===== src/verilog/ucer_pkg.sv =====
// Constants and carrier types of the USB configuration and endpoint register block
package ucer_pkg;

	localparam int unsigned ADDR_W  = 8;
	localparam int unsigned DATA_W  = 32;
	localparam int unsigned EP_NUM  = 16;

	// Register byte offsets
	localparam logic [7:0] OFS_PTR_MID   = 8'h00;
	localparam logic [7:0] OFS_PTR_UPPER = 8'h04;
	localparam logic [7:0] OFS_CONFIG    = 8'h08;
	localparam logic [7:0] OFS_POWER     = 8'h0C;
	localparam logic [7:0] OFS_INT_STAT  = 8'h10;
	localparam logic [7:0] OFS_INT_MASK  = 8'h14;
	localparam logic [7:0] OFS_EP_BASE   = 8'h40;

	// Configuration register field positions
	localparam int unsigned POS_EYE       = 7;
	localparam int unsigned POS_OEMON     = 6;
	localparam int unsigned POS_STOP_IDLE = 4;
	localparam int unsigned POS_AUTO_SUSP = 0;

	// Power control register field position
	localparam int unsigned POS_MAN_SUSP  = 1;

	// Endpoint register field positions
	localparam int unsigned POS_LOW_SPEED = 7;
	localparam int unsigned POS_RETRY_DIS = 6;
	localparam int unsigned POS_CONDIS    = 4;
	localparam int unsigned POS_RX        = 3;
	localparam int unsigned POS_TX        = 2;
	localparam int unsigned POS_STALL     = 1;
	localparam int unsigned POS_HSHK      = 0;

	// Alignment of the table base address
	localparam int unsigned TABLE_ALIGN_BITS = 9;

	// Reset values
	localparam logic [7:0]  RST_BYTE = 8'h00;
	localparam logic [15:0] RST_HALF = 16'h0000;
	localparam logic [31:0] RST_WORD = 32'h0000_0000;

	// Configuration options
	typedef struct packed {
		logic eye_pattern_test_en;
		logic drive_enable_monitor_en;
		logic stop_in_idle;
		logic auto_suspend_on_sleep;
	} ucer_cfg_t;

	// One endpoint control register
	typedef struct packed {
		logic low_speed_direct_en;
		logic nak_retry_disable;
		logic control_transfer_disable;
		logic endpoint_receive_en;
		logic endpoint_transmit_en;
		logic endpoint_stalled_flag;
		logic endpoint_handshake_en;
	} ucer_ep_t;

	// Per-endpoint permissions handed to the transfer engine
	typedef struct packed {
		logic [15:0] rx_allowed;
		logic [15:0] tx_allowed;
		logic [15:0] setup_allowed;
		logic [15:0] handshake_en;
		logic [15:0] stalled;
	} ucer_ep_perm_t;

endpackage


===== src/verilog/ucer_regs.sv =====
// Configuration, power control and endpoint control registers of the USB controller
`timescale 1ns/10ps

module ucer_regs (
	input  wire logic                  mclk,
	input  wire logic                  rst_n,
	// Register port
	input  wire logic [7:0]            reg_addr,
	input  wire logic [31:0]           reg_wdata,
	input  wire logic                  reg_wr,
	input  wire logic                  reg_rd,
	output logic [31:0]                reg_rdata,
	// Status from the rest of the controller, same clock
	input  wire logic                  host_mode,
	input  wire logic                  idle_mode,
	input  wire logic                  sleep_mode,
	input  wire logic                  line_drive_active,
	input  wire logic [6:0]            table_base_low,
	input  wire logic [15:0]           stall_event,
	// Controls to the rest of the controller
	output logic [31:0]                table_base_addr,
	output ucer_pkg::ucer_cfg_t        cfg_out,
	output logic                       eye_pattern_active,
	output logic                       oe_monitor,
	output logic                       module_run_en,
	output logic                       module_suspend,
	output logic                       usb_clk_en,
	output logic                       low_speed_direct,
	output logic                       nak_retry_en,
	output ucer_pkg::ucer_ep_perm_t    ep_perm,
	output logic                       irq
);

	// Stored registers
	logic [7:0]                 table_base_bits_mid;
	logic [7:0]                 table_base_bits_upper;
	ucer_pkg::ucer_cfg_t        cfg;
	logic                       manual_suspend;
	logic [15:0]                int_status;
	logic [15:0]                int_mask;
	ucer_pkg::ucer_ep_t         ep_reg [ucer_pkg::EP_NUM];

	// Address decode
	wire logic                  sel_ptr_mid;
	wire logic                  sel_ptr_upper;
	wire logic                  sel_config;
	wire logic                  sel_power;
	wire logic                  sel_int_stat;
	wire logic                  sel_int_mask;
	wire logic                  sel_ep_range;
	wire logic [3:0]            ep_index;
	wire logic                  wr_ptr_mid;
	wire logic                  wr_ptr_upper;
	wire logic                  wr_config;
	wire logic                  wr_power;
	wire logic                  wr_int_stat;
	wire logic                  wr_int_mask;

	// Derived controls
	wire logic                  next_suspend;
	wire logic                  next_run;
	wire logic [15:0]           ep_rx;
	wire logic [15:0]           ep_tx;
	wire logic [15:0]           ep_setup;
	wire logic [15:0]           ep_hshk;
	wire logic [15:0]           ep_stall;
	wire logic                  next_irq;
	wire logic [31:0]           next_table_base;

	// Read selection
	wire logic [31:0]           rd_ptr_mid;
	wire logic [31:0]           rd_ptr_upper;
	wire logic [31:0]           rd_config;
	wire logic [31:0]           rd_power;
	wire logic [31:0]           rd_int_stat;
	wire logic [31:0]           rd_int_mask;
	wire logic [31:0]           rd_ep;
	wire logic [31:0]           next_rdata;

	// Decode of word addresses; endpoint n sits at base plus four times n
	assign sel_ptr_mid   = (reg_addr == ucer_pkg::OFS_PTR_MID);
	assign sel_ptr_upper = (reg_addr == ucer_pkg::OFS_PTR_UPPER);
	assign sel_config    = (reg_addr == ucer_pkg::OFS_CONFIG);
	assign sel_power     = (reg_addr == ucer_pkg::OFS_POWER);
	assign sel_int_stat  = (reg_addr == ucer_pkg::OFS_INT_STAT);
	assign sel_int_mask  = (reg_addr == ucer_pkg::OFS_INT_MASK);
	assign sel_ep_range  = (reg_addr[7:6] == ucer_pkg::OFS_EP_BASE[7:6]) &&
	                       (reg_addr[1:0] == 2'h0);
	assign ep_index      = reg_addr[5:2];

	// Write strobes per register
	assign wr_ptr_mid    = reg_wr && sel_ptr_mid;
	assign wr_ptr_upper  = reg_wr && sel_ptr_upper;
	assign wr_config     = reg_wr && sel_config;
	assign wr_power      = reg_wr && sel_power;
	assign wr_int_stat   = reg_wr && sel_int_stat;
	assign wr_int_mask   = reg_wr && sel_int_mask;

	// Descriptor table pointer bytes, upper bits of wdata dropped
	always_ff @(posedge mclk or negedge rst_n) begin
		if (!rst_n) begin
			table_base_bits_mid   <= ucer_pkg::RST_BYTE;
			table_base_bits_upper <= ucer_pkg::RST_BYTE;
		end else begin
			if (wr_ptr_mid)
				table_base_bits_mid <= reg_wdata[7:0];
			if (wr_ptr_upper)
				table_base_bits_upper <= reg_wdata[7:0];
		end
	end

	// Configuration options; bits 5 and 3 to 1 are not stored
	always_ff @(posedge mclk or negedge rst_n) begin
		if (!rst_n) begin
			cfg <= '0;
		end else if (wr_config) begin
			cfg.eye_pattern_test_en     <= reg_wdata[ucer_pkg::POS_EYE];
			cfg.drive_enable_monitor_en <= reg_wdata[ucer_pkg::POS_OEMON];
			cfg.stop_in_idle            <= reg_wdata[ucer_pkg::POS_STOP_IDLE];
			cfg.auto_suspend_on_sleep   <= reg_wdata[ucer_pkg::POS_AUTO_SUSP];
		end
	end

	// Software suspend control
	always_ff @(posedge mclk or negedge rst_n) begin
		if (!rst_n)
			manual_suspend <= 1'b0;
		else if (wr_power)
			manual_suspend <= reg_wdata[ucer_pkg::POS_MAN_SUSP];
	end

	// Endpoint registers, one per endpoint
	genvar gi;
	generate
		for (gi = 0; gi < 16; gi++) begin : g_ep
			wire logic ep_wr;
			assign ep_wr = reg_wr && sel_ep_range && (ep_index == 4'(gi));

			// Control bits; host-only options exist on endpoint 0 alone.
			// The engine's stall set comes last, so it wins over a software write
			always_ff @(posedge mclk or negedge rst_n) begin
				if (!rst_n) begin
					ep_reg[gi] <= '0;
				end else begin
					if (ep_wr) begin
						ep_reg[gi].low_speed_direct_en      <= (gi == 0) &&
							reg_wdata[ucer_pkg::POS_LOW_SPEED];
						ep_reg[gi].nak_retry_disable        <= (gi == 0) &&
							reg_wdata[ucer_pkg::POS_RETRY_DIS];
						ep_reg[gi].control_transfer_disable <= reg_wdata[ucer_pkg::POS_CONDIS];
						ep_reg[gi].endpoint_receive_en      <= reg_wdata[ucer_pkg::POS_RX];
						ep_reg[gi].endpoint_transmit_en     <= reg_wdata[ucer_pkg::POS_TX];
						ep_reg[gi].endpoint_stalled_flag    <= reg_wdata[ucer_pkg::POS_STALL];
						ep_reg[gi].endpoint_handshake_en    <= reg_wdata[ucer_pkg::POS_HSHK];
					end
					if (stall_event[gi])
						ep_reg[gi].endpoint_stalled_flag <= 1'b1;
				end
			end

			// Permissions seen by the transfer engine for this endpoint
			assign ep_rx[gi]    = ep_reg[gi].endpoint_receive_en;
			assign ep_tx[gi]    = ep_reg[gi].endpoint_transmit_en;
			assign ep_setup[gi] = ep_rx[gi] && ep_tx[gi] &&
			                      !ep_reg[gi].control_transfer_disable;
			assign ep_hshk[gi]  = ep_reg[gi].endpoint_handshake_en;
			assign ep_stall[gi] = ep_reg[gi].endpoint_stalled_flag;
		end
	endgenerate

	// Sticky stall interrupt status, cleared by writing one; an event wins
	always_ff @(posedge mclk or negedge rst_n) begin
		if (!rst_n)
			int_status <= ucer_pkg::RST_HALF;
		else
			int_status <= (int_status & ~({16{wr_int_stat}} & reg_wdata[15:0]))
			              | stall_event;
	end

	// Interrupt mask
	always_ff @(posedge mclk or negedge rst_n) begin
		if (!rst_n)
			int_mask <= ucer_pkg::RST_HALF;
		else if (wr_int_mask)
			int_mask <= reg_wdata[15:0];
	end

	// Suspend and run decisions from power state and options
	assign next_suspend = manual_suspend ||
	                      (cfg.auto_suspend_on_sleep && sleep_mode);
	assign next_run     = !next_suspend &&
	                      !(cfg.stop_in_idle && idle_mode);
	assign next_irq     = |(int_status & int_mask);

	// Full base address; the low nine bits are forced to zero
	assign next_table_base = {table_base_bits_upper,
	                          table_base_bits_mid,
	                          table_base_low,
	                          {ucer_pkg::TABLE_ALIGN_BITS{1'b0}}};

	// Registered power and test controls
	always_ff @(posedge mclk or negedge rst_n) begin
		if (!rst_n) begin
			module_suspend     <= 1'b0;
			usb_clk_en         <= 1'b0;
			module_run_en      <= 1'b0;
			eye_pattern_active <= 1'b0;
			oe_monitor         <= 1'b0;
		end else begin
			module_suspend     <= next_suspend;
			usb_clk_en         <= !next_suspend;
			module_run_en      <= next_run;
			eye_pattern_active <= cfg.eye_pattern_test_en && next_run;
			oe_monitor         <= cfg.drive_enable_monitor_en &&
			                      line_drive_active;
		end
	end

	// Registered host-mode options of endpoint 0
	always_ff @(posedge mclk or negedge rst_n) begin
		if (!rst_n) begin
			low_speed_direct <= 1'b0;
			nak_retry_en     <= 1'b0;
		end else begin
			low_speed_direct <= host_mode && ep_reg[0].low_speed_direct_en;
			nak_retry_en     <= host_mode && !ep_reg[0].nak_retry_disable;
		end
	end

	// Registered endpoint permissions, base address, options and interrupt
	always_ff @(posedge mclk or negedge rst_n) begin
		if (!rst_n) begin
			ep_perm         <= '0;
			table_base_addr <= ucer_pkg::RST_WORD;
			cfg_out         <= '0;
			irq             <= 1'b0;
		end else begin
			ep_perm         <= '{rx_allowed: ep_rx, tx_allowed: ep_tx,
			                     setup_allowed: ep_setup, handshake_en: ep_hshk,
			                     stalled: ep_stall};
			table_base_addr <= next_table_base;
			cfg_out         <= cfg;
			irq             <= next_irq;
		end
	end

	// Read words; every bit not listed reads zero
	assign rd_ptr_mid   = {24'h00_0000, table_base_bits_mid};
	assign rd_ptr_upper = {24'h00_0000, table_base_bits_upper};
	assign rd_config    = {24'h00_0000,
	                       cfg.eye_pattern_test_en,
	                       cfg.drive_enable_monitor_en,
	                       1'b0,
	                       cfg.stop_in_idle,
	                       3'h0,
	                       cfg.auto_suspend_on_sleep};
	assign rd_power     = {30'h0, manual_suspend, 1'b0};
	assign rd_int_stat  = {16'h0000, int_status};
	assign rd_int_mask  = {16'h0000, int_mask};
	assign rd_ep        = {24'h00_0000,
	                       ep_reg[ep_index].low_speed_direct_en,
	                       ep_reg[ep_index].nak_retry_disable,
	                       1'b0,
	                       ep_reg[ep_index].control_transfer_disable,
	                       ep_reg[ep_index].endpoint_receive_en,
	                       ep_reg[ep_index].endpoint_transmit_en,
	                       ep_reg[ep_index].endpoint_stalled_flag,
	                       ep_reg[ep_index].endpoint_handshake_en};

	// Read mux; unmapped addresses answer zero
	assign next_rdata = !reg_rd       ? ucer_pkg::RST_WORD :
	                    sel_ptr_mid   ? rd_ptr_mid   :
	                    sel_ptr_upper ? rd_ptr_upper :
	                    sel_config    ? rd_config    :
	                    sel_power     ? rd_power     :
	                    sel_int_stat  ? rd_int_stat  :
	                    sel_int_mask  ? rd_int_mask  :
	                    sel_ep_range  ? rd_ep        :
	                    ucer_pkg::RST_WORD;

	// Read data stands only in the cycle after the strobe
	always_ff @(posedge mclk or negedge rst_n) begin
		if (!rst_n)
			reg_rdata <= ucer_pkg::RST_WORD;
		else
			reg_rdata <= next_rdata;
	end

endmodule


===== config.mk =====
export PLATFORM = sky130hd
export DESIGN_NAME = ucer_regs
export DESIGN_NICKNAME = d
export VERILOG_FILES = /design/src/verilog/ucer_pkg.sv /design/src/verilog/ucer_regs.sv
export SDC_FILE = /design/constraint.sdc
export NUM_CORES = 1
export LEC_CHECK = 0
export ABC_AREA = 1
export BUFFER_PORTS_ARGS = -buffer_cell sky130_fd_sc_hd__buf_2
export CAP_MARGIN = 20
export CORE_ASPECT_RATIO = 0.9
export CORE_MARGIN = 5
export CORE_UTILIZATION = 35
export DETAILED_ROUTE_END_ITERATION = 10
export PLACE_DENSITY = 0.58
export SYNTH_ARGS = -nofsm -noshare
export SYNTH_HDL_FRONTEND = slang
export SYNTH_SLANG_ARGS = --single-unit

===== constraint.sdc =====
create_clock -name mclk -period 1.6 [get_ports mclk]
set_clock_uncertainty 0.2 [all_clocks]
set_input_delay 0.16 -clock mclk [delete_from_list [all_inputs] [get_ports mclk]]
set_output_delay 0.16 -clock mclk [all_outputs]
set_load 0.005 [all_outputs]

Word-level counts from Yosys, hierarchy flattened:

Index checks and enable logic that the tools add are counted.

* bitwise gates (word level): 6
* eq/ne operators: 21
* $lt $le $gt $ge: 1
* multiplexer cells: 43
* reductions and logical operators: 103

Operators by type and width (count)
* $mux 16: 7
* $logic_and 1x1->1: 63
* $and 16x16->16: 3
* $eq 4x4->1 const B: 8
* $mux 2: 16
* $reduce_bool 2->1: 16
* $bmux 7 s4: 1
* $logic_not 1->1: 19
* $eq 4x3->1 const B: 4
* $eq 8x4->1 const B: 2
* $eq 8x5->1 const B: 2
* $mux 1: 16
* $not 16->16: 1
* $or 16x16->16: 1
* $reduce_or 16->1: 1
* $mux 7: 2
* $eq 4x2->1 const B: 2
* $eq 8x3->1 const B: 1
* $logic_not 8->1: 1
* $mux 8: 1
* $ge 5x5->1 const B: 1
* $not 4->5: 1
* $eq 4x1->1 const B: 1
* $logic_not 4->1: 1
* other kinds (3): 3

* input bits: 71
* register bits: 266

Longest topological paths before layout:

* depth after elaboration: 12
* gate-level depth with buffers: 13

Worst setup path before layout:

OpenSTA, ideal clock, no wires.

* kind: input to register
* start: input port reg_addr[1]
* end: register ep_reg[8] (netlist name)
* data required time: 1.269 ns
* setup time: 0.131 ns
* path buffers: 1
* cell stages on the path: 11
* data arrival time: 1.170 ns
* slack: 0.099 ns
* cell sequence: nor2_4 nand3_2 inv_2 nand2_1 buf_6 nor2_2 inv_2 nor2_1 inv_2 a21oi_1 o21ai_1

* word-level cells in the longest chain between the ends: 5

Ends and longest elaborated chain
* start: declaration: RTL line ucer_regs.sv:8 `input wire logic [7:0] reg_addr,`
* $logic_not 2->1: RTL line ucer_regs.sv:88 `(reg_addr[1:0] == 2'h0);`
* $logic_and 1x1->1: RTL line ucer_regs.sv:87 `assign sel_ep_range = (reg_addr[7:6] == ucer_pkg::OFS_EP_BASE[7:6]) &&`
* $logic_and 1x1->1 (2 in series): RTL line ucer_regs.sv:137 `assign ep_wr = reg_wr && sel_ep_range && (ep_index == 4'(gi));`
* $reduce_bool 2->1 (no source line)
* end: declaration: RTL line ucer_regs.sv:41 `ucer_pkg::ucer_ep_t ep_reg [ucer_pkg::EP_NUM];`

Every way passes these cells.
A chain may end at the register's enable or synchronous reset.

Worst setup path in the final report:

* start: register ep_reg[30] (netlist name)
* end: register reg_rdata[2]

* word-level cells in the longest chain between the ends: 11

Ends and longest elaborated chain
* $bmux 7 s4: RTL line ucer_regs.sv:266 `ep_reg[ep_index].endpoint_transmit_en,`
* $mux 7 (2 in series)
* $mux 8: RTL line ucer_regs.sv:278 `sel_ep_range ? rd_ep :`
* $mux 16: RTL line ucer_regs.sv:277 `sel_int_mask ? rd_int_mask :`
* $mux 16: RTL line ucer_regs.sv:276 `sel_int_stat ? rd_int_stat :`
* $mux 16: RTL line ucer_regs.sv:275 `sel_power ? rd_power :`
* $mux 16: RTL line ucer_regs.sv:274 `sel_config ? rd_config :`
* $mux 16: RTL line ucer_regs.sv:273 `sel_ptr_upper ? rd_ptr_upper :`
* $mux 16: RTL line ucer_regs.sv:272 `sel_ptr_mid ? rd_ptr_mid :`
* $mux 16: RTL line ucer_regs.sv:271 `assign next_rdata = !reg_rd ? ucer_pkg::RST_WORD :`
* via next_rdata[2]: RTL line ucer_regs.sv:78 `wire logic [31:0] next_rdata;`
* end signal: assignment: RTL line ucer_regs.sv:284 `reg_rdata <= ucer_pkg::RST_WORD;`
* end signal: assignment: RTL line ucer_regs.sv:286 `reg_rdata <= next_rdata;`
* end: declaration: RTL line ucer_regs.sv:12 `output logic [31:0] reg_rdata,`

The timed path passes the listed nets, and every way through them passes these cells. The select of a mux whose other input is x is not followed.

==> impl_metrics.csv <==
group,metric,value,unit
status,status,"complete, no violations",
placed_design,portBuffers,185,
clock_tree,insertion_delay,0.53,ns
detailed_routing,drc,0,
pwr,p_clk_frac,0.429,
sta,tightestPinTransition,0.632,ns
finish,area_delta_synth_final,39.6,%
clock_tree,htree_levels,1,
clock_tree,cts_buffer_depth,3,
die,start_util,0.354,
finish,drive_gt1_frac,0.323,
run,cap_violations,0,
logic_synthesis,synth_fa_ha_area_frac,0,
critical_path,rr_startpoint,"ep_reg[30]",
finish,fill_cells,2676,
sta,min_period_over_period,0.997,
critical_path,crit_path_end_kind,"register",
pwr,p_per_area,1060,mW/mm2
sta,hold_viol_final,0,
critical_path,worstPathRequired,1.83,ns
logic_synthesis,ys.flop_type,"dfrtp_1",
logic_synthesis,synth_warnings,0,
critical_path,path_cells,"inv_2 -> nor2_1 -> a21oi_1 -> nand2_1 -> nand2_1 -> nand2_2 -> o21ai_2 -> nand4_1 -> nand2_1 -> inv_1",
finish,largest_reg_flops,80,
finish,nNetsFinal,1507,
logic_synthesis,netlist_area,0.0102,mm2
detailed_routing,vias_per_cell,4.59,
min_path,holdPathEnd,"manual_suspend",
sta,fmax,627,MHz
logic_synthesis,netlist_instances,1043,
logic_synthesis,yosys.cell_types.count,30,
logic_synthesis,yosysTopAreaCell,"dfrtp_1",
global_route,grtUsageTotal,0.184,
finish,antennaDiodeCount,0,
logic_synthesis,synth_common_cells,"nand2_1 (319), dfrtp_1 (266), o21ai_0 (113)",
sta,setup_viol,0,
detailed_routing,wirelength,30.3,mm
critical_path,criticalPathCategory,"register to register",
logic_synthesis,ys_seq_elements,266,
logic_synthesis,synth_top_area_share,0.652,
logic_synthesis,synthMuxAreaShare,0,
logic_synthesis,avgSynthCellArea,9.79,um2
pwr,leakage,7.15,nW
logic_synthesis,yosys.cell_count.top_type,"nand2_1",
die,top_level_ports,227,
die,dieArea,0.0327,mm2
pwr,combPwrFrac,0.096,
logic_synthesis,synth_top_family_by_area,"simple AND/OR/NAND/NOR gates",
detailed_routing,drtPass1Iterations,5,
sta,fin_crit,1.60,ns
placed_design,dpl.hpwl,22.3,mm
finish,finish.utilization,0.494,
sta,grt_setup_unrepaired,"true",
detailed_routing,drt_iter0_drc,604,
logic_synthesis,yosysSeqAreaShare,0.652,
logic_synthesis,yosys.area_share.simple,0.178,
detailed_routing,ant_nets,0,
die,rows,59,
critical_path,max_stage_delay,0.39,ns
logic_synthesis,async_flop_share,1.00,
pwr,power_switching,0.00357,W
critical_path,cp_slowest_cell,"dfrtp_1",
global_route,grt_pass1_wl,47.5,mm
sta,finalSetupTns,0,ns
critical_path,r2r_cells,10,
logic_synthesis,synth_edf_count,0,
detailed_routing,via_count,8506,
global_route,grt_antenna_before_repair,0,
critical_path,start_kind,"register",
logic_synthesis,synth_compound_area_frac,0.104,
clock_tree,cts-root-buf,"clkbuf_16",
die,die_y,172,um
clock_tree,cts_made_buffers,28,
pwr,intPower,0.0116,W
detailed_routing,wire_per_inst,16.3,um
die,dieWidth,190,um
pwr,seqPwrFrac,0.476,
clock_tree,clock_sink_count,266,
critical_path,reg2reg_to,"reg_rdata[2]",
critical_path,r2r_slack,0.004,ns
sta,drv_slew,0,
sta,hold_ws,0.0270,ns
logic_synthesis,synth.area.top_cells,"dfrtp_1 (65%), nand2_1 (12%), o21ai_0 (5.5%)",
sta,slew_headroom,0.578,
logic_synthesis,synth_xor_xnor_area_share,0,
pwr,vdd_ir_drop_max,0.000736,V
min_path,hold_class,"input port to register",
clock_tree,cts_tree,"done",
placed_design,gp_congestion,0.862,
critical_path,cp_max_fo,2,
clock_tree,path_clk_slew,0.06,ns
min_path,worstHoldStart,"reg_wr",
die,core,0.0289,mm2
global_route,grt_max_degree,45,
global_route,grt_pass1_vias,8569,
global_route,grt-ovfl-total,0,
critical_path,critPathArrivalTime,1.83,ns
critical_path,crit_top_cell,"nand2_1",
pwr,swShare,0.236,
min_path,worstHoldPathCells,3,
==> cell usage in the layout (no fill, tap or decap), types with 31 or more instances in the layout <==
cell	n
nand2_1	312
dfrtp_1	266
o21ai_1	31
nor2_1	39
buf_2	183
buf_4	141
inv_1	68
a21oi_1	44
o21ai_0	107
dlygate4sd3_1	48
==> area by class of cell <==
cell class                      instances  area (um2)  area share
Clock buffer                           41         861      0.0604
Clock inverter                         10        81.3     0.00570
Inverter                               96         365      0.0256
Multi-Input combinational cell        655        3040       0.213
Sequential cell                       266        6660       0.467
Tap cell                              396         495      0.0347
Timing Repair Buffer                  388        2750       0.193
Timing Repair inverter                  1        7.51    0.000526
==> cell families after synthesis <==
logic type             after synthesis
AO/OA/AOI/OAI                      205
other                                1
flip-flops                         266
buffers and inverters              146
AND/OR/NAND/NOR                    425
==> per-stage QoR <==
step / total power (W) / setup slack (ns) / cells / cell area [um2]
global placement: 0.00864 / -0.305 / 1748 / 12700
floorplan: 0.00779 / 0.0989 / 1067 / 10300
global route: 0.0158 / -0.146 / 1853 / 14300
detailed placement: 0.00865 / -0.338 / 1748 / 12700
finish: 0.0151 / 0.00427 / 1853 / 14300
CTS: 0.0153 / -0.00470 / 1848 / 14200
==> repair_timing <==
action / CTS / global route
pin swaps: 0 / 18
setup buffers: 0 / 5
gates cloned: 0 / 1
hold endpoints to repair: 408 / 0
hold buffers: 49 / 0
resized for setup: 6 / 37
setup endpoints to repair: 5 / 29
==> worst max path at each step <==
stage                           start      endpoint  slack (ns)  depth (start not counted)
final                      ep_reg[30]  reg_rdata[2]       0.004                         10
after global routing       ep_reg[16]  reg_rdata[2]       -0.15                         10
after CTS                  ep_reg[86]  reg_rdata[2]      -0.005                         10
after detailed placement  reg_addr[2]  reg_rdata[2]       -0.34                         12
after global placement    reg_addr[2]  reg_rdata[2]       -0.31                         12
after floorplan           reg_addr[1]     ep_reg[8]         0.1                         11
==> metal layers <==
| layer | up-vias | routed length (um) | global-route usage |
|---|---|---|---|
| li1 | 4079 | - | - |
| met1 | 4069 | 14000 | 0.270 |
| met2 | 321 | 13700 | 0.294 |
| met4 | 0 | 499 | 0.0330 |
| met3 | 37 | 2160 | 0.0313 |
| met5 | - | 0 | 0 |
==> critical path: cells and delay by family (launching register included) <==
kind                   cells  cell delay [ns]
AOI/OAI and AO/OA          2             0.32
DFF                        1             0.39
buffers and inverters      2             0.11
and+or+nand+nor            6             0.48
==> power groups by stage <==
stage / clock (W) / combinational [W] / sequential [W]
4_1_cts: 0.00665 / 0.00144 / 0.00720
5_1_grt: 0.00692 / 0.00162 / 0.00723
3_3_place_gp: 0 / 0.00132 / 0.00732
6_report: 0.00649 / 0.00145 / 0.00720
3_5_place_dp: 0 / 0.00133 / 0.00732
2_1_floorplan: 0 / 0.000476 / 0.00732
Power figures use the tool's default switching activity.
